File: src/hw/sfcg_params.svh
// Purpose: Offsets, field positions and reset values of the serial flash clock generator.
// Assumes: Byte addresses on a 32-bit APB, one aligned word per register.
// Notes:   Definitions only.
`ifndef SFCG_PARAMS_SVH
`define SFCG_PARAMS_SVH

// Register byte offsets
`define SFCG_OFS_REF_SELECT     8'h00
`define SFCG_OFS_PLL_DIVIDER    8'h04
`define SFCG_OFS_PHASE_DIVIDER  8'h08
`define SFCG_OFS_MUX_SELECT     8'h0c
`define SFCG_OFS_POST_DIVIDER   8'h10
`define SFCG_OFS_STATUS         8'h14

// Field positions
`define SFCG_PRE_DIV_LSB        0
`define SFCG_MULT_LSB           8
`define SFCG_PH_MFI_LSB         0
`define SFCG_PH_MFN_LSB         8
`define SFCG_POST_EN_BIT        31

// Encodings
`define SFCG_REF_CRYSTAL        1'b1
`define SFCG_MUX_SRC_PHASE      5'h1a
`define SFCG_MUX_SRC_RC         5'h00
`define SFCG_FRAC_DENOM         8'h24
`define SFCG_POST_STEP          8'h02

// Reset values: crystal reference, divide 1, multiply 50, phase 1 + 9/36, mux to phase, post divide 1
`define SFCG_RST_REF            1'b1
`define SFCG_RST_PRE_DIV        4'h1
`define SFCG_RST_MULT           8'h32
`define SFCG_RST_MFI            8'h01
`define SFCG_RST_MFN            6'h09
`define SFCG_RST_MUX            5'h1a
`define SFCG_RST_POST_EN        1'b1
`define SFCG_RST_POST_DIV       4'h1

`endif

File: src/hw/sfcg_pkg.sv
// Purpose: Types shared by the serial flash clock generator.
// Assumes: Constants live in sfcg_params.svh.
// Notes:   Types only.
package sfcg_pkg;

	// PLL settings
	typedef struct packed {
		logic       ref_select;   // pll_ref_select
		logic [3:0] pre_divide;   // pll_pre_divide
		logic [7:0] mult_factor;  // integer_mult_factor
	} sfcg_pll_cfg_t;

	// Phase divider settings
	typedef struct packed {
		logic [7:0] int_part;     // integer part
		logic [5:0] frac_num;     // fractional_numerator, in 36ths
	} sfcg_phase_cfg_t;

	// Mux and post divider settings
	typedef struct packed {
		logic [4:0] source;       // mux_source_select
		logic       post_enable;  // post_divider_enable
		logic [3:0] post_divide;  // divide field
	} sfcg_mux_cfg_t;

	// Clock path in use
	typedef enum logic [1:0] {
		SFCG_PATH_CRYSTAL_PLL = 2'b00,
		SFCG_PATH_RC_DIRECT   = 2'b01,
		SFCG_PATH_RC_PLL      = 2'b10,
		SFCG_PATH_NONE        = 2'b11
	} sfcg_path_t;

endpackage

File: src/hw/serial_flash_clock_gen.sv
// Purpose: Protocol clock generation for a serial flash controller, configured over APB.
// Assumes: Oscillators arrive as one-cycle tick pulses synchronous to CLK; every clock is a tick stream.
// Notes:   Clock outputs are registered; the double-rate output is a one-cycle pulse per period.
//
// Function
// - Host domain on CLK, flash domain on ticks
// - Crystal-PLL, RC direct, RC-PLL paths; crystal recommended
// - Reference select one picks crystal oscillator
// - PLL rate is reference over pre times mult
// - Phase divider divides by 2(mfi+mfn/36)
// - Mux select 26 routes peripheral phase clock
// - Enabled post divider divides; one halves
// - Single-rate clock is half of double-rate
//
// Added by the designer: the address map and register access over APB.
`include "sfcg_params.svh"
module serial_flash_clock_gen #(
	parameter int CREDIT_W = 12,
	parameter int ACC_W    = 14
) (
	input  wire logic        CLK,
	input  wire logic        RESETN,
	input  wire logic        PSEL,
	input  wire logic        PENABLE,
	input  wire logic        PWRITE,
	input  wire logic [7:0]  PADDR,
	input  wire logic [31:0] PWDATA,
	output logic      [31:0] PRDATA,
	output logic             PREADY,
	output logic             PSLVERR,
	input  wire logic        CRYSTAL_OSC_TICK,
	input  wire logic        RC_OSC_TICK,
	output logic             PERIPHERAL_PHASE_CLOCK,
	output logic             DOUBLE_RATE_FLASH_CLOCK,
	output logic             SINGLE_RATE_FLASH_CLOCK
);

	sfcg_pkg::sfcg_pll_cfg_t   pll_cfg;     // PLL settings
	sfcg_pkg::sfcg_phase_cfg_t phase_cfg;   // Phase divider settings
	sfcg_pkg::sfcg_mux_cfg_t   mux_cfg;     // Written mux settings
	sfcg_pkg::sfcg_mux_cfg_t   mux_act;     // Mux settings in effect
	logic                      mux_pend;    // A written mux setting waits
	logic [CREDIT_W-1:0]       credit;      // PLL rate-multiplier credit
	logic                      ref_tick;    // Selected reference tick
	logic                      vco_tick;    // PLL output tick
	logic                      phase_rise;  // Phase divider rising tick
	logic                      phase_level; // Phase divider clock level
	logic                      mux_tick;    // Mux output tick
	logic                      post_rise;   // Post divider rising tick
	logic                      dbl_tick;    // Double-rate rising tick
	logic                      switch_now;  // Mux settings swap this cycle
	logic [ACC_W-1:0]          phase_lim;   // Phase limit in 36ths
	logic [ACC_W-1:0]          post_lim;    // Post limit in halves
	logic [3:0]                pre_eff;     // Pre-divide, zero read as one
	sfcg_pkg::sfcg_path_t      path;        // Path now selected
	logic                      setup;       // APB setup phase
	logic [31:0]               next_rdata;  // Read data for this address
	logic                      next_err;    // Unmapped address

	// Elaboration check: the credit cap and the largest phase limit must fit
	if (CREDIT_W < 9 || ACC_W < 14) begin
		$error("serial_flash_clock_gen: widths too small");
	end

	// Register decode, used for both read and write
	function automatic logic addr_hit(input logic [7:0] a, input logic [7:0] ofs);
		addr_hit = (a == ofs);
	endfunction

	assign setup = PSEL && !PENABLE;

	// APB answers in the first access cycle
	always_ff @(posedge CLK) begin
		if (!RESETN) begin
			PREADY  <= 1'b0;
			PRDATA  <= 32'h0000_0000;
			PSLVERR <= 1'b0;
		end else begin
			PREADY  <= setup;
			PRDATA  <= (setup && !PWRITE) ? next_rdata : 32'h0000_0000;
			PSLVERR <= setup && next_err;
		end
	end

	// Read mux; unmapped addresses read zero and flag an error
	always_comb begin
		next_rdata = 32'h0000_0000;
		next_err   = 1'b0;
		if (addr_hit(PADDR, `SFCG_OFS_REF_SELECT)) begin
			next_rdata[0] = pll_cfg.ref_select;
		end else if (addr_hit(PADDR, `SFCG_OFS_PLL_DIVIDER)) begin
			next_rdata[`SFCG_PRE_DIV_LSB +: 4] = pll_cfg.pre_divide;
			next_rdata[`SFCG_MULT_LSB +: 8]    = pll_cfg.mult_factor;
		end else if (addr_hit(PADDR, `SFCG_OFS_PHASE_DIVIDER)) begin
			next_rdata[`SFCG_PH_MFI_LSB +: 8] = phase_cfg.int_part;
			next_rdata[`SFCG_PH_MFN_LSB +: 6] = phase_cfg.frac_num;
		end else if (addr_hit(PADDR, `SFCG_OFS_MUX_SELECT)) begin
			next_rdata[4:0] = mux_cfg.source;
		end else if (addr_hit(PADDR, `SFCG_OFS_POST_DIVIDER)) begin
			next_rdata[`SFCG_POST_EN_BIT] = mux_cfg.post_enable;
			next_rdata[3:0]               = mux_cfg.post_divide;
		end else if (addr_hit(PADDR, `SFCG_OFS_STATUS)) begin
			// Live state: path, not-recommended flag, pending swap, clock levels
			next_rdata[1:0] = path;
			next_rdata[2]   = (path != sfcg_pkg::SFCG_PATH_CRYSTAL_PLL);
			next_rdata[3]   = mux_pend;
			next_rdata[4]   = SINGLE_RATE_FLASH_CLOCK;
			next_rdata[5]   = phase_level;
		end else begin
			next_err = 1'b1;
		end
	end

	// PLL and phase settings take effect at once; their ticks simply change rate
	always_ff @(posedge CLK) begin
		if (!RESETN) begin
			pll_cfg.ref_select  <= `SFCG_RST_REF;
			pll_cfg.pre_divide  <= `SFCG_RST_PRE_DIV;
			pll_cfg.mult_factor <= `SFCG_RST_MULT;
			phase_cfg.int_part  <= `SFCG_RST_MFI;
			phase_cfg.frac_num  <= `SFCG_RST_MFN;
		end else if (PSEL && PENABLE && PREADY && PWRITE) begin
			if (addr_hit(PADDR, `SFCG_OFS_REF_SELECT)) begin
				pll_cfg.ref_select <= PWDATA[0];
			end
			if (addr_hit(PADDR, `SFCG_OFS_PLL_DIVIDER)) begin
				pll_cfg.pre_divide  <= PWDATA[`SFCG_PRE_DIV_LSB +: 4];
				pll_cfg.mult_factor <= PWDATA[`SFCG_MULT_LSB +: 8];
			end
			if (addr_hit(PADDR, `SFCG_OFS_PHASE_DIVIDER)) begin
				phase_cfg.int_part <= PWDATA[`SFCG_PH_MFI_LSB +: 8];
				phase_cfg.frac_num <= PWDATA[`SFCG_PH_MFN_LSB +: 6];
			end
		end
	end

	// Mux settings are written to a shadow and swapped in later
	always_ff @(posedge CLK) begin
		if (!RESETN) begin
			mux_cfg.source      <= `SFCG_RST_MUX;
			mux_cfg.post_enable <= `SFCG_RST_POST_EN;
			mux_cfg.post_divide <= `SFCG_RST_POST_DIV;
		end else if (PSEL && PENABLE && PREADY && PWRITE) begin
			if (addr_hit(PADDR, `SFCG_OFS_MUX_SELECT)) begin
				mux_cfg.source <= PWDATA[4:0];
			end
			if (addr_hit(PADDR, `SFCG_OFS_POST_DIVIDER)) begin
				mux_cfg.post_enable <= PWDATA[`SFCG_POST_EN_BIT];
				mux_cfg.post_divide <= PWDATA[3:0];
			end
		end
	end

	// glitch-free swap: only while the single-rate clock is low and no tick is in flight
	assign switch_now = mux_pend && !SINGLE_RATE_FLASH_CLOCK && !dbl_tick;

	// Active mux settings; a new write during a pending swap simply replaces it
	always_ff @(posedge CLK) begin
		if (!RESETN) begin
			mux_act.source      <= `SFCG_RST_MUX;
			mux_act.post_enable <= `SFCG_RST_POST_EN;
			mux_act.post_divide <= `SFCG_RST_POST_DIV;
			mux_pend            <= 1'b0;
		end else if (switch_now) begin
			mux_act  <= mux_cfg;
			mux_pend <= 1'b0;
		end else begin
			mux_pend <= (mux_cfg != mux_act);
		end
	end

	// reference select: one picks the crystal, zero the RC oscillator
	assign ref_tick = (pll_cfg.ref_select == `SFCG_REF_CRYSTAL) ? CRYSTAL_OSC_TICK : RC_OSC_TICK;
	assign pre_eff  = (pll_cfg.pre_divide == 4'h0) ? 4'h1 : pll_cfg.pre_divide;

	// rate multiplier: a reference tick earns mult credits while credit is below the cap, each VCO tick costs pre
	// Limitation: VCO ticks cannot exceed one per CLK, so reference ticks must be slow enough.
	always_ff @(posedge CLK) begin
		if (!RESETN) begin
			credit   <= '0;
			vco_tick <= 1'b0;
		end else begin
			vco_tick <= (credit >= CREDIT_W'(pre_eff));
			credit   <= credit
			            - ((credit >= CREDIT_W'(pre_eff)) ? CREDIT_W'(pre_eff) : '0)
			            + ((ref_tick && credit < {2'b00, {(CREDIT_W-2){1'b1}}}) ?
			               CREDIT_W'(pll_cfg.mult_factor) : '0);
		end
	end

	// phase divider: toggle every (mfi*36+mfn)/36 input periods
	assign phase_lim = ACC_W'(phase_cfg.int_part) * ACC_W'(`SFCG_FRAC_DENOM) + ACC_W'(phase_cfg.frac_num);

	sfcg_frac_div #(.ACC_W(ACC_W)) u_phase (
		.clk       (CLK),
		.resetn    (RESETN),
		.restart   (1'b0),
		.in_tick   (vco_tick),
		.step      (`SFCG_FRAC_DENOM),
		.limit     (phase_lim),
		.out_level (phase_level),
		.out_rise  (phase_rise)
	);

	// three paths; select 26 takes the phase clock, RC select bypasses the PLL
	always_comb begin
		case (mux_act.source)
			`SFCG_MUX_SRC_PHASE: mux_tick = phase_rise;
			`SFCG_MUX_SRC_RC:    mux_tick = RC_OSC_TICK;
			default:             mux_tick = 1'b0;
		endcase
		if (mux_act.source == `SFCG_MUX_SRC_RC) begin
			path = sfcg_pkg::SFCG_PATH_RC_DIRECT;
		end else if (mux_act.source != `SFCG_MUX_SRC_PHASE) begin
			path = sfcg_pkg::SFCG_PATH_NONE;
		end else if (pll_cfg.ref_select == `SFCG_REF_CRYSTAL) begin
			path = sfcg_pkg::SFCG_PATH_CRYSTAL_PLL;
		end else begin
			path = sfcg_pkg::SFCG_PATH_RC_PLL;
		end
	end

	// post divider period is divide+1 mux periods, so one halves
	assign post_lim = ACC_W'(mux_act.post_divide) + ACC_W'(1);

	sfcg_frac_div #(.ACC_W(ACC_W)) u_post (
		.clk       (CLK),
		.resetn    (RESETN),
		.restart   (switch_now),
		.in_tick   (mux_tick),
		.step      (`SFCG_POST_STEP),
		.limit     (post_lim),
		.out_level (),
		.out_rise  (post_rise)
	);

	assign dbl_tick = mux_act.post_enable ? post_rise : mux_tick;

	// flash-domain clocks are registered outputs; the host side stays on CLK
	always_ff @(posedge CLK) begin
		if (!RESETN) begin
			PERIPHERAL_PHASE_CLOCK  <= 1'b0;
			DOUBLE_RATE_FLASH_CLOCK <= 1'b0;
			SINGLE_RATE_FLASH_CLOCK <= 1'b0;
		end else begin
			PERIPHERAL_PHASE_CLOCK  <= phase_level;
			DOUBLE_RATE_FLASH_CLOCK <= dbl_tick;
			if (dbl_tick) begin
				SINGLE_RATE_FLASH_CLOCK <= ~SINGLE_RATE_FLASH_CLOCK;
			end
		end
	end

endmodule

File: src/hw/sfcg_frac_div.sv
// Purpose: Fractional tick divider, one output period per limit/step*2 input ticks.
// Assumes: Input ticks are one-cycle pulses, at most one per clock.
// Notes:   Output level toggles when the accumulator crosses the limit.
module sfcg_frac_div #(
	parameter int ACC_W = 14
) (
	input  wire logic             clk,
	input  wire logic             resetn,
	input  wire logic             restart,
	input  wire logic             in_tick,
	input  wire logic [7:0]       step,
	input  wire logic [ACC_W-1:0] limit,
	output logic                  out_level,
	output logic                  out_rise
);

	logic [ACC_W-1:0] acc;      // Accumulated fraction of a half period
	logic [ACC_W:0]   next_sum; // Accumulator plus step, one bit wider
	logic [ACC_W-1:0] lim_eff;  // Limit clamped to at least one step

	// Elaboration check: a narrower accumulator would truncate the step
	if (ACC_W < 9) begin
		$error("sfcg_frac_div: ACC_W too small");
	end

	// A limit below the step would need two toggles in one cycle; clamp it
	always_comb begin
		lim_eff  = (limit < ACC_W'(step)) ? ACC_W'(step) : limit;
		next_sum = {1'b0, acc} + (ACC_W + 1)'(step);
	end

	// Accumulate and toggle
	always_ff @(posedge clk) begin
		if (!resetn || restart) begin
			acc       <= '0;
			out_level <= 1'b0;
			out_rise  <= 1'b0;
		end else begin
			out_rise <= 1'b0;
			if (in_tick) begin
				if (next_sum >= {1'b0, lim_eff}) begin
					acc       <= ACC_W'(next_sum - {1'b0, lim_eff});
					out_level <= ~out_level;
					out_rise  <= ~out_level;
				end else begin
					acc <= next_sum[ACC_W-1:0];
				end
			end
		end
	end

endmodule

File: config.mk
export PLATFORM = sky130hd
export DESIGN_NAME = serial_flash_clock_gen
export DESIGN_NICKNAME = d
export VERILOG_FILES = /design/src/hw/sfcg_pkg.sv /design/src/hw/serial_flash_clock_gen.sv /design/src/hw/sfcg_frac_div.sv
export VERILOG_INCLUDE_DIRS = /design/src /design/src/hw
export SDC_FILE = /design/constraint.sdc
export NUM_CORES = 1
export LEC_CHECK = 0
export ABC_AREA = 1
export BUFFER_PORTS_ARGS = -buffer_cell sky130_fd_sc_hd__buf_2
export CAP_MARGIN = 25
export CORE_MARGIN = 8
export CORE_UTILIZATION = 30
export DETAILED_ROUTE_END_ITERATION = 6
export PLACE_DENSITY = 0.43
export SETUP_SLACK_MARGIN = 0.15
export SLEW_MARGIN = 20
export SYNTH_ARGS = -nofsm -noshare
export SYNTH_HDL_FRONTEND = slang
export SYNTH_SLANG_ARGS = --single-unit
File: constraint.sdc
create_clock -name CLK -period 5 [get_ports CLK]
set_input_delay 0.25 -clock CLK [delete_from_list [all_inputs] [get_ports CLK]]
set_output_delay 0.25 -clock CLK [all_outputs]
set_load 0.02 [all_outputs]
After elaboration in Yosys (flattened, before gate mapping)
Cells that the tools add are included.

cells by class
  bitwise gates (word level) = 10
  magnitude comparators = 6
  $mul = 1
  add/sub/neg operators = 8
  mux-type cells = 31
  equal/unequal tests = 8
  reduce and logical (&&, ||, !) cells = 35

operators by type and width
  operator                 number
  $mux W14                 3
  $mux W6                  5
  $sub A14 B14 Y14         2
  $eq A8 B4 Y1 const B     2
  $eq A8 B5 Y1 const B     2
  $mux W4                  4
  $mux W8                  2
  $reduce_and A2 Y1        8
  $add A14 B2 Y15 const B  1
  $add A14 B6 Y15 const B  1
  $ge A15 B14 Y1           1
  $ge A15 B5 Y1            1
  $add A14 B6 Y14          1
  $lt A14 B6 Y1 const B    1
  $add A12 B8 Y12          1
  $ge A12 B4 Y1            1
  $lt A12 B10 Y1 const B   1
  $mul A8 B4 Y12 const B   1
  $sub A12 B4 Y12          1
  $mux W1                  10
  $mux W5                  2
  $ne A10 B10 Y1           1
  $not A1 Y1               10
  $logic_and A1 B1 Y1      9
  other kinds (19)         28

storage, ports and cells
  output and inout port bits = 37
  flip-flop bits (word level) = 130
  word-level logic and storage cells = 131
  input port bits = 47

Depth between registers and ports, before layout
Gate-level depths: netlist of the first run.

  depth in word-level cells = 12
  depth in mapped cells = 30
  gate-level depth less buffers = 30

Modules after synthesis
From an unflattened synthesis of the first run, not the netlist that was laid out.

unflattened totals
  cell total of the unflattened synthesis = 1487
  area, all modules = 9914.5 µm²

modules (own cells, without submodules)
  module                   cells an instance  instances  area each (µm²)  sequential area each (µm²)
  serial_flash_clock_gen   753                1          5237.5           1661.6
  sfcg_frac_div (u_post)   374                1          2398.6           320.3
  sfcg_frac_div (u_phase)  360                1          2278.4           320.3

Least setup slack after synthesis of the first run
Ideal clock, no wire load.

  path type = reg2reg
  from = reg phase_cfg[7] (netlist bit)
  to = reg u_phase.acc[13]
  stages on the path, launching flop included = 26
  setup slack = 0.937 ns
  path buffers = 1
  data required time = 4.868 ns
  clock period less this slack = 4.063 ns
  setup time = 0.132 ns
  arrival = 3.931 ns
  path through = dfxtp_1 > ha_1 > ha_1 > fa_1 > or2_2 > nand2_1 > nor2_1 > nand3_1 > nand2_1 > nand3_1 > nor2_1 > a21oi_1 > nand3_1 > nand2_1 > inv_1 > ha_1 > nand2_1 > nor2_1 > nand3_1 > nand2_1 > a21oi_1 > and2_1 > clkbuf_1 > nand3_1 > nand3_1 > a21oi_1

on the way
  word-level cells in the longest chain between the ends = 6
  elaborated cells on any way between the ends = 7
  those cells by class = add/sub: 2; mul: 1; order compare: 2; mux: 2

ends and longest elaborated chain
  item                                                RTL line                                  RTL
  start, declared                                     serial_flash_clock_gen.sv:39              sfcg_pkg::sfcg_phase_cfg_t phase_cfg;
  $mul A8 B4 Y12 (*)                                  serial_flash_clock_gen.sv:192             assign phase_lim = ACC_W'(phase_cfg.int_part) * ACC_W'(`SFCG_FRAC_DENOM) + ACC_W'(phase_cfg.frac_num);
  $add A14 B6 Y14 (*)                                 serial_flash_clock_gen.sv:192
  $lt A14 B6 Y1                                       sfcg_frac_div.sv:28                       lim_eff = (limit < ACC_W'(step)) ? ACC_W'(step) : limit;
  $mux W14 (*)                                        sfcg_frac_div.sv:28
  $sub A14 B14 Y14 or $ge A15 B14 Y1 (tied branches)  sfcg_frac_div.sv:42, sfcg_frac_div.sv:41
  $mux W14 (*)                                        sfcg_frac_div.sv:41                       if (next_sum >= {1'b0, lim_eff}) begin
  end signal, assigned                                sfcg_frac_div.sv:42                       acc <= ACC_W'(next_sum - {1'b0, lim_eff});
  end signal, assigned                                sfcg_frac_div.sv:46                       acc <= next_sum[ACC_W-1:0];
  end, declared                                       sfcg_frac_div.sv:17                       logic [ACC_W-1:0] acc;

Every way passes the cells marked *; elsewhere a longest branch is shown, timed or not.
A chain may end at the register's enable or synchronous reset.

Final worst setup path of the first run
  from = reg phase_cfg[7] (netlist bit)
  to = reg u_phase.acc[2]

The elaborated chain is that of the path after synthesis.

==> results of run 1 <==
-- cells in the mapped netlist (2+ instances only) --
cell,n,area [um2]
o21bai_1,4,30.0
buf_1,2,7.51
and2_1,3,18.8
a31oi_1,3,18.8
nand3_4,2,35.0
nor2_4,6,67.6
nor3b_1,2,15.0
a21oi_1,71,355
a221oi_1,2,17.5
o211ai_1,11,82.6
fa_1,8,160
a21o_1,3,22.5
o2111ai_1,2,17.5
buf_2,4,20.0
nand3_2,3,30.0
a21boi_0,3,22.5
o21a_1,2,15.0
or2_2,7,43.8
xnor2_1,14,123
a32o_1,4,40.0
nor4_1,5,31.3
buf_4,17,128
nand3_1,104,521
dfxtp_1,115,2300
ha_1,60,751
inv_2,4,15.0
o21ai_0,70,350
nand4_1,20,125
nor2_1,130,488
xor2_1,26,228
nor3_1,8,40.0
o31ai_1,2,15.0
nand3b_1,9,67.6
and3_1,2,12.5
nand2_1,258,968
clkbuf_1,14,52.6
inv_1,175,657
nor2_2,7,43.8
o221ai_1,3,26.3
nand2_2,12,75.1
-- registers in the layout, summed over array words and instances, names as in the netlist, 10 cells and up --
| name | flops |
|---|---|
| phase_cfg | 14 |
| credit | 12 |
| PRDATA | 17 |
| mux_cfg | 10 |
| pll_cfg | 13 |
| u_post.acc | 14 |
| u_phase.acc | 14 |
| mux_act | 10 |
-- power breakdown --
| group | internal [uW] | total (uW) | switching, uW | leakage [uW] |
|---|---|---|---|---|
| Sequential | 1090 | 1270 | 175 | 0.000937 |
| Combinational | 1310 | 3570 | 2260 | 0.00346 |
| Clock | 698 | 1220 | 518 | 0.000281 |
| Total | 3100 | 6060 | 2950 | 0.00468 |
-- stage by stage --
step | setup slack [ns] | hold WS [ns] | utilization, % | instances | area (um2)
3_5_place_dp | 0.293 | 0.450 | 32.4 | 1583 | 8690
3_3_place_gp | 0.334 | 0.457 | 32.4 | 1583 | 8690
5_1_grt | 0.206 | 0.0710 | 34.7 | 1616 | 9310
4_1_cts | 0.277 | 0.0415 | 34.6 | 1615 | 9270
2_1_floorplan | 0.937 | 0.376 | - | 1223 | 8190
6_report | 0.653 | 0.0651 | 34.7 | 1616 | 9310
-- layer usage --
| metal | track usage, % | wire (um) | up-vias |
|---|---|---|---|
| met4 | 3.67 | 261 | 2 |
| met3 | 3.05 | 865 | 15 |
| met5 | 0 | 10 | - |
| met2 | 23.1 | 10500 | 126 |
| met1 | 20.4 | 12500 | 3409 |
| li1 | - | - | 4027 |
-- layout by cell type, fill, tap and decap left out, types with 4 or more instances in the layout --
cell,netlist,routed
nand2_1,258,257
inv_1,175,175
nor2_1,130,130
dfxtp_1,115,113
nand3_1,104,103
o21ai_0,70,70
a21oi_1,71,69
ha_1,60,60
buf_2,4,53
xor2_1,26,26
nand4_1,20,20
clkbuf_16,0,17
conb_1,1,15
xnor2_1,14,14
nand2_2,12,13
o211ai_1,11,11
nand3b_1,9,9
nor3_1,8,8
fa_1,8,8
or2_2,7,7
nor2_2,7,7
clkinv_4,0,7
nor2_4,6,6
nor4_1,5,5
nand3_2,3,5
inv_2,4,4
o21bai_1,4,4
a32o_1,4,4
inv_6,0,4
-- critical path, delay by kind of cell, from the launching register on --
kind | cells | cell delay [ns]
buffers and inverters | 2 | 0.08
adder cells (fa/ha/maj) | 4 | 1.35
AO/OA/AOI/OAI | 2 | 0.39
flip-flops | 1 | 0.36
AND/OR/NAND/NOR | 17 | 2.05
-- worst min-delay path by stage --
stage | start | cells past startpoint | slack [ns] | to
floorplan | PWDATA[0] | 2 | 0.38 | pll_cfg[12]
global placement | u_phase.acc[0] | 2 | 0.46 | u_phase.acc[0]
detailed placement | u_phase.acc[0] | 2 | 0.45 | u_phase.acc[0]
CTS | PWDATA[11] | 3 | 0.04 | phase_cfg[3]
global route | PWDATA[9] | 3 | 0.07 | pll_cfg[1]
finish | PWDATA[12] | 3 | 0.07 | pll_cfg[4]
-- cell type report --
type	instances	area share [%]
inverters	180	7.26
flip-flops and latches	115	24.8
well taps	341	4.58
multi-input cells	891	54.0
clock buffers	17	4.57
repair buffers	57	3.21
clock inverters	15	1.61
-- kinds of logic (layout without fill, tap and decap cells) --
group	Yosys count	count (layout)	share of synthesized area [%]
compound gates	187	187	13.2
simple gates	580	581	32.0
fa+ha+maj	68	68	11.2
buf+inv	218	269	11.0
flops	115	115	28.3
other cells	1	15	0.0461
xor+xnor	40	40	4.31
==> reports/qor.csv, run 1 <==
metric,value,unit
"Min Clock Period, post-route",4.35,ns
CTS resizes,0,
RSZ-0062 raised after global routing,false,
CP Launch Type,register,
FMAX,230,MHz
hold-fix buffers at CTS,0,
Num CTS Buffers,17,
I/O Buffers,53,
number of synthesized flops with an enable pin,0,
setup tns final,0,ns
Die Y,181,um
VDD IR-drop max,0.284,mV
vias in the first global route,7264,
FF-to-FF Start,phase_cfg[7],
RD Place Congestion,0.840,
R2R depth,25,
core area,26800,um2
area of the multi-input gates,5030,um2
Via density,4.69,
top_reg_cell synth,dfxtp_1,
Layout Nets,1377,
Critical Path Sink,u_phase.acc[2],
Mapped Area,8140,um2
crit path from,phase_cfg[7],
status,completed,
CTS tree,built,
Post-Synthesis Cells,1209,
most frequent CP cell,nand3_1,
Worst Path Arrival,4.66,ns
Boundary Pins,84,
CP peak stage delay,0.44,ns
Area Overhead vs Synth,14.4,%
die area,32700,um2
pin count of the biggest net entering global routing,63,
"Setup violations, final",0,
drt pass-1 iters,5,
"Hold Violations, Final",0,
antenna violations before repair,1,
Leak,0.00468,uW
Synth Area per Inst,6.73,um2
sequential element share of the synthesized area,28.3,%
GR Overflow Total,0,
Hold Path Class,in2reg,
DRC,0,
"Worst Path Class, Setup",reg2reg,
Initial Util,30.4,%
average routed wire per standard cell,14.9,um
Final period util,86.9,%
synthesized flop and latch total,115,
Max Cap Viol,0,
Worst Skew,0.0167,ns
filler instances,2926,
dpl hpwl,18600,um
crit path max fanout,8,
Netlist cell types,52,
DR vias,7579,
antenna diode count,0,
clk sinks,115,
CTS Root Cell,clkbuf_16,
H-tree lvl count,4,
"Reg clk slew, reported paths",0.06,ns
slew margin rel.,43.8,%
share of layout cells above drive strength 1,11.2,%
Final Max Slew Viols,0,
Iteration-0 DRC Markers,375,
crit path capture type,register,
Seq. cell area,2300,um2
P per Cell Area,651,nW/um2
setup bufs post-CTS,0,
Reg-to-Reg End,u_phase.acc[2],
row count,60,
Crit path required time,5.31,ns
WL final,24100,um
die span in x,181,um
Syn. warnings,0,
async set-reset flop share out of synthesis,0,%
first-pass GRT wire length,39000,um
Critical Path Slowest Stage Cell,fa_1,
worst-case clock buffer depth,2,
R2R setup slack,0.65,ns
Clock Latency Late Sink,0.42,ns
actual slew at the worst max-slew pin,0.840,ns
all-layer global routing usage,14.8,%
Final Total Pwr,6060,uW
post-route ant nets,0,
Power figures use the tool's default switching activity.
==> inputs of run 2 (changes only) <==
- CELL_PAD_IN_SITES_DETAIL_PLACEMENT: default -> 1
- CELL_PAD_IN_SITES_GLOBAL_PLACEMENT: default -> 1
- PLACE_DENSITY: 0.43 -> 0.57
==> run 2 against run 1 <==
Effect of this change:
- clock skew is 0.0014 ns lower
- die area stayed put
- sequential cell count stayed put
- non-clock buffer count is 2 higher
- critical path type unchanged
- critical endpoint is now u_phase.acc[12]
==> reports/qor.csv, run 2 (synthesis gave the netlist of run 1 again) <==
metric,value,unit,change
vias in the first global route,8030,,+11%
WL final,26100,um,+8.4%
clock power share,20.5,%,+0.4 points
CP Launch Type,register,,
Iteration-0 DRC Markers,358,,-4.5%
R2R setup slack,0.54,ns,-0.11 ns
combinational share of power,59.2,%,+0.2 points
Worst Path Arrival,4.81,ns,+0.15 ns
sequential share of power,20.3,%,-0.6 points
die span in x,181,um,unchanged
I/O Buffers,53,,unchanged
Boundary Pins,84,,unchanged
core area,26800,um2,unchanged
"Most flops, register",PRDATA,,
DRC,0,,unchanged
Crit path required time,5.35,ns,+0.04 ns
"Reg clk slew, reported paths",0.07,ns,about the same
Layout Nets,1379,,+0.15%
Seq. cell area,2300,um2,-0.11%
total net switching power,3080,uW,+4.1%
post-route ant nets,0,,unchanged
"Min Clock Period, post-route",4.46,ns,+0.114 ns
area of the multi-input gates,5040,um2,+0.22%
Hold Path Origin,PWDATA[9],,
Final WS setup,0.539,ns,-0.114 ns
slew margin rel.,49.6,%,+5.8 points
status,completed,,
clk sinks,115,,unchanged
crit path max fanout,11,,+3
RSZ-0062 raised after global routing,true,,
Clock Latency Late Sink,0.42,ns,about the same
VDD IR-drop max,0.277,mV,-2.6%
RD Place Congestion,0.813,,-3.2%
hold-fix buffers at CTS,0,,unchanged
dpl hpwl,20400,um,+9.6%
Via density,4.77,,+1.7%
die area,32700,um2,unchanged
antenna diode count,0,,unchanged
max reg flops,17,,unchanged
Pint,3180,uW,+2.4%
Worst Skew,0.0153,ns,-0.00144 ns
GR Overflow Total,0,,unchanged
"Setup violations, final",0,,unchanged
filler instances,3388,,+16%
Die Y,181,um,unchanged
antenna violations before repair,2,,+1
Reg-to-Reg End,u_phase.acc[12],,
Hold Path Class,in2reg,,
FF-to-FF Start,phase_cfg[10],,
drt pass-1 iters,4,,-1
Hold Path Stages,3,,unchanged
crit path capture type,register,,
H-tree lvl count,4,,unchanged
Critical Path Slowest Stage Cell,fa_1,,
Final Max Slew Viols,0,,unchanged
most frequent cells in the layout,"257 x nand2_1, 175 x inv_1, 130 x nor2_1",,
Area Overhead vs Synth,14.9,%,
CP peak stage delay,0.44,ns,about the same
"Worst Path Class, Setup",reg2reg,,
sw frac,49.2,%,+0.41 points
hold path endpoint,pll_cfg[1],,
Final period util,89.2,%,+2.3 points
most frequent CP cell,nand2_1,,
Num CTS Buffers,17,,unchanged
share of layout cells above drive strength 1,11.4,%,+0.14 points
DR vias,7717,,+1.8%
worst-case clock buffer depth,2,,unchanged
P per Cell Area,669,nW/um2,+2.8%
Leak,0.00470,uW,+0.43%
Initial Util,30.4,%,unchanged
CTS Root Cell,clkbuf_16,,
pin count of the biggest net entering global routing,61,,-3.2%
setup tns final,0,ns,unchanged
"commonest non-fill, non-tap cell in the layout",nand2_1,,
average routed wire per standard cell,16.1,um,+8.3%
FMAX,224,MHz,-2.6%
actual slew at the worst max-slew pin,0.748,ns,-0.0919 ns
R2R depth,27,,+8.0%
CTS tree,built,,
all-layer global routing usage,16.0,%,+1.3 points
row count,60,,unchanged
"Hold Violations, Final",0,,unchanged
first-pass GRT wire length,42400,um,+8.7%
DP Worst Slack,0.315,ns,+0.0220 ns
Max Cap Viol,0,,unchanged
## run 2: cell types whose count changed in the layout (fill, tap and decap cells not counted), moves of 2 or more
cell      change
clkinv_4      -3
buf_4         +3
dfxtp_1       +2
a21oi_2       +2
dfxtp_2       -2
inv_6         +2
## run 2: critical path: cells and delay by family, from the launching register on
kind	cells	cell delay, ns
AO/OA/AOI/OAI	2	0.48
flip-flops	1	0.38
adder cells (fa/ha/maj)	4	1.28
AND/OR/NAND/NOR	19	2.14
buffers and inverters	2	0.10
## run 2: how the worst max path moves through the flow
stage,start,cells after the start,end
floorplan,phase_cfg[7],25,u_phase.acc[13]
global placement,phase_cfg[10],25,u_phase.acc[12]
detailed placement,phase_cfg[10],25,u_phase.acc[12]
CTS,phase_cfg[10],25,u_phase.acc[12]
global route,phase_cfg[10],27,u_phase.acc[12]
finish,phase_cfg[10],27,u_phase.acc[12]
## run 2: what timing repair did
action,CTS,global route
resized for setup,0,10
setup buffers,0,1
setup endpoints to repair,0,16
hold endpoints to repair,0,0
## run 2: layout make-up
type                       count  share of cell area, %
clock buffer                  17                   4.55
inverter                     180                   7.23
tap                          341                   4.56
multi-input combinational    891                   53.9
timing repair buffer          59                   3.32
sequential                   115                   24.6
clock inverter                15                   1.83
## run 2: through the flow
step                hold WS, ns  std cells  util [%]  total power [uW]  cell area (um2)
global route             0.0662       1618      34.9              6900             9350
finish                   0.0532       1618      34.9              6250             9350
detailed placement        0.453       1584      32.5              4890             8700
CTS                      0.0386       1616      34.7              6210             9300
floorplan                 0.376       1223         -              4040             8190
global placement          0.456       1584      32.5              4840             8700
## run 2: power by group through the flow
stage / logic [uW] / clock network (uW) / registers, uW
2_1_floorplan: 2820 / 0 / 1230
3_3_place_gp: 3550 / 0 / 1290
3_5_place_dp: 3600 / 0 / 1290
4_1_cts: 3620 / 1320 / 1270
5_1_grt: 4240 / 1360 / 1300
6_report: 3700 / 1280 / 1270
## run 2: layer usage
metal  track usage, %  wire, um
met1             21.1     12900
met2             26.6     12200
met3             2.63       582
met4             4.50       333
met5                0        20
==> inputs of run 3 (changes only) <==
- GPL_TIMING_DRIVEN: default -> 0
==> run 3 against run 2 <==
Effect of this change:
- clock power up 4%
- maximum frequency up 0.49%
- sequential power about the same
- design area up 1.8%
- critical path depth unchanged
- final cell count up 1.9%
- critical endpoint is now u_phase.acc[13]
==> reports/qor.csv, run 3 (synthesis gave the netlist of run 1 again) <==
metric,value,unit,change
Final Max Slew Viols,0,,unchanged
die area,32700,um2,unchanged
Worst Skew,0.0131,ns,-0.00222 ns
CTS Root Cell,clkbuf_16,,
"Min Clock Period, post-route",4.44,ns,-0.0218 ns
Leak,0.00480,uW,+2.2%
"Worst Path Class, Setup",reg2reg,,
"Most flops, register",PRDATA,,
all-layer global routing usage,16.9,%,+0.90 points
P per Cell Area,658,nW/um2,-1.5%
setup tns final,0,ns,unchanged
GR Overflow Total,0,,unchanged
Final period util,88.8,%,-0.44 points
Critical Path Slowest Stage Cell,fa_1,,
average routed wire per standard cell,16.5,um,+2.3%
Max Cap Viol,0,,unchanged
most frequent CP cell,nand2_1,,
Area Overhead vs Synth,17.0,%,
"Hold Violations, Final",0,,unchanged
most frequent cells in the layout,"258 x nand2_1, 175 x inv_1, 130 x nor2_1",,
DR vias,7820,,+1.3%
hold_ws,0.0548,ns,+0.00164 ns
share of layout cells above drive strength 1,12.2,%,+0.81 points
CTS resizes,1,,+1
Hold Path Class,in2reg,,
Crit path required time,5.26,ns,-0.09 ns
"Reg clk slew, reported paths",0.07,ns,about the same
FMAX,225,MHz,+0.49%
slew margin rel.,43.9,%,-5.8 points
Worst Path Arrival,4.70,ns,-0.11 ns
"commonest non-fill, non-tap cell in the layout",nand2_1,,
Boundary Pins,84,,unchanged
max reg flops,17,,unchanged
vias in the first global route,8127,,+1.2%
CTS tree,built,,
crit path from,phase_cfg[7],,
antenna diode count,0,,unchanged
CP peak stage delay,0.44,ns,about the same
drt pass-1 iters,4,,unchanged
die span in x,181,um,unchanged
setup bufs post-CTS,0,,unchanged
Initial Util,30.4,%,unchanged
DRC,0,,unchanged
status,completed,,
worst-case clock buffer depth,2,,unchanged
dpl hpwl,21800,um,+7.0%
VDD IR-drop max,0.260,mV,-6.2%
Via density,4.75,,-0.51%
hold-fix buffers at CTS,0,,unchanged
Die Y,181,um,unchanged
CP Launch Type,register,,
Layout Nets,1409,,+2.2%
Critical path buffers and inverters,3,,+1
actual slew at the worst max-slew pin,0.842,ns,+0.0943 ns
RD Place Congestion,0.819,,+0.63%
WL final,27200,um,+4.2%
Hold Path Origin,PWDATA[12],,
crit path capture type,register,,
Clock Latency Late Sink,0.42,ns,about the same
post-route ant nets,0,,unchanged
Iteration-0 DRC Markers,290,,-19%
I/O Buffers,52,,-1.9%
Num CTS Buffers,17,,unchanged
first-pass GRT wire length,44700,um,+5.3%
FF-to-FF Start,phase_cfg[7],,
RSZ-0062 raised after global routing,false,,
critical path's top delay family,simple AND/OR/NAND/NOR gates,,
pin count of the biggest net entering global routing,17,,-72%
crit path max fanout,10,,-1
Util after Layout,35.5,%,+0.63 points
"Setup violations, final",0,,unchanged
clk sinks,115,,unchanged
H-tree lvl count,4,,unchanged
row count,60,,unchanged
antenna violations before repair,1,,-1
core area,26800,um2,unchanged
[run 3: area by class of cell]
cell class / instances / area, um2
fill: 3434 / 17300
multi-input combinational: 890 / 5010
sequential: 115 / 2300
inverter: 180 / 676
tap: 341 / 427
clock buffer: 17 / 425
timing repair buffer: 52 / 260
buffer: 38 / 223
clock inverter: 15 / 195
[run 3: routing by layer]
layer  track usage [%]  vias to the layer above  share of wire, %
li1                  -                     4079                 -
met4              3.67                        2              0.78
met5                 0                        -             0.037
met3              2.89                       13               2.6
met1              22.7                     3641                50
met2              28.1                       85                46
[run 3: power breakdown]
group	internal (uW)	switching (uW)	total, uW	leakage, uW
clock network	800	527	1330	0.000304
registers	1090	158	1250	0.000937
logic	1340	2350	3690	0.00356
total	3230	3040	6270	0.00480
[run 3: worst reg2reg max path: stages, from the launching register on]
cell and delay (ns):
dfxtp_2 0.37, ha_1 0.31, ha_1 0.24, fa_1 0.44, or2_2 0.32, nand2_1 0.10, nor2_1 0.07, nand3_1 0.09
nand2_1 0.08, nand3_1 0.12, inv_1 0.05, nand2_1 0.05, nand2_1 0.08, nor2_1 0.12, nand3_2 0.15, nand2_1 0.10
inv_1 0.05, ha_1 0.33, nand2_1 0.14, nor2_1 0.08, nand3_1 0.11, nand2_1 0.07, a21oi_2 0.20, and2_1 0.18
clkbuf_4 0.20, nand3_1 0.08, nand3_1 0.09, a21oi_1 0.07
[run 3: path summary, 6_finish.rpt]
kind,endpoint,slack [ns],cells past startpoint
worst min-delay path,pll_cfg[4],0.05,3
worst max-delay path,u_phase.acc[13],0.56,27
worst max register to register,u_phase.acc[13],0.56,27
worst min register to register,PRDATA[14],0.47,2
[run 3: stage by stage]
step                total power (uW)  cell area (um2)  instances  setup slack (ns)
floorplan                       4040             8190       1223             0.937
finish                          6270             9520       1648             0.561
CTS                             6340             9500       1648             0.205
global route                    6950             9520       1648             0.172
detailed placement              4980             8880       1616            0.0443
global placement                4930             8880       1616            0.0995
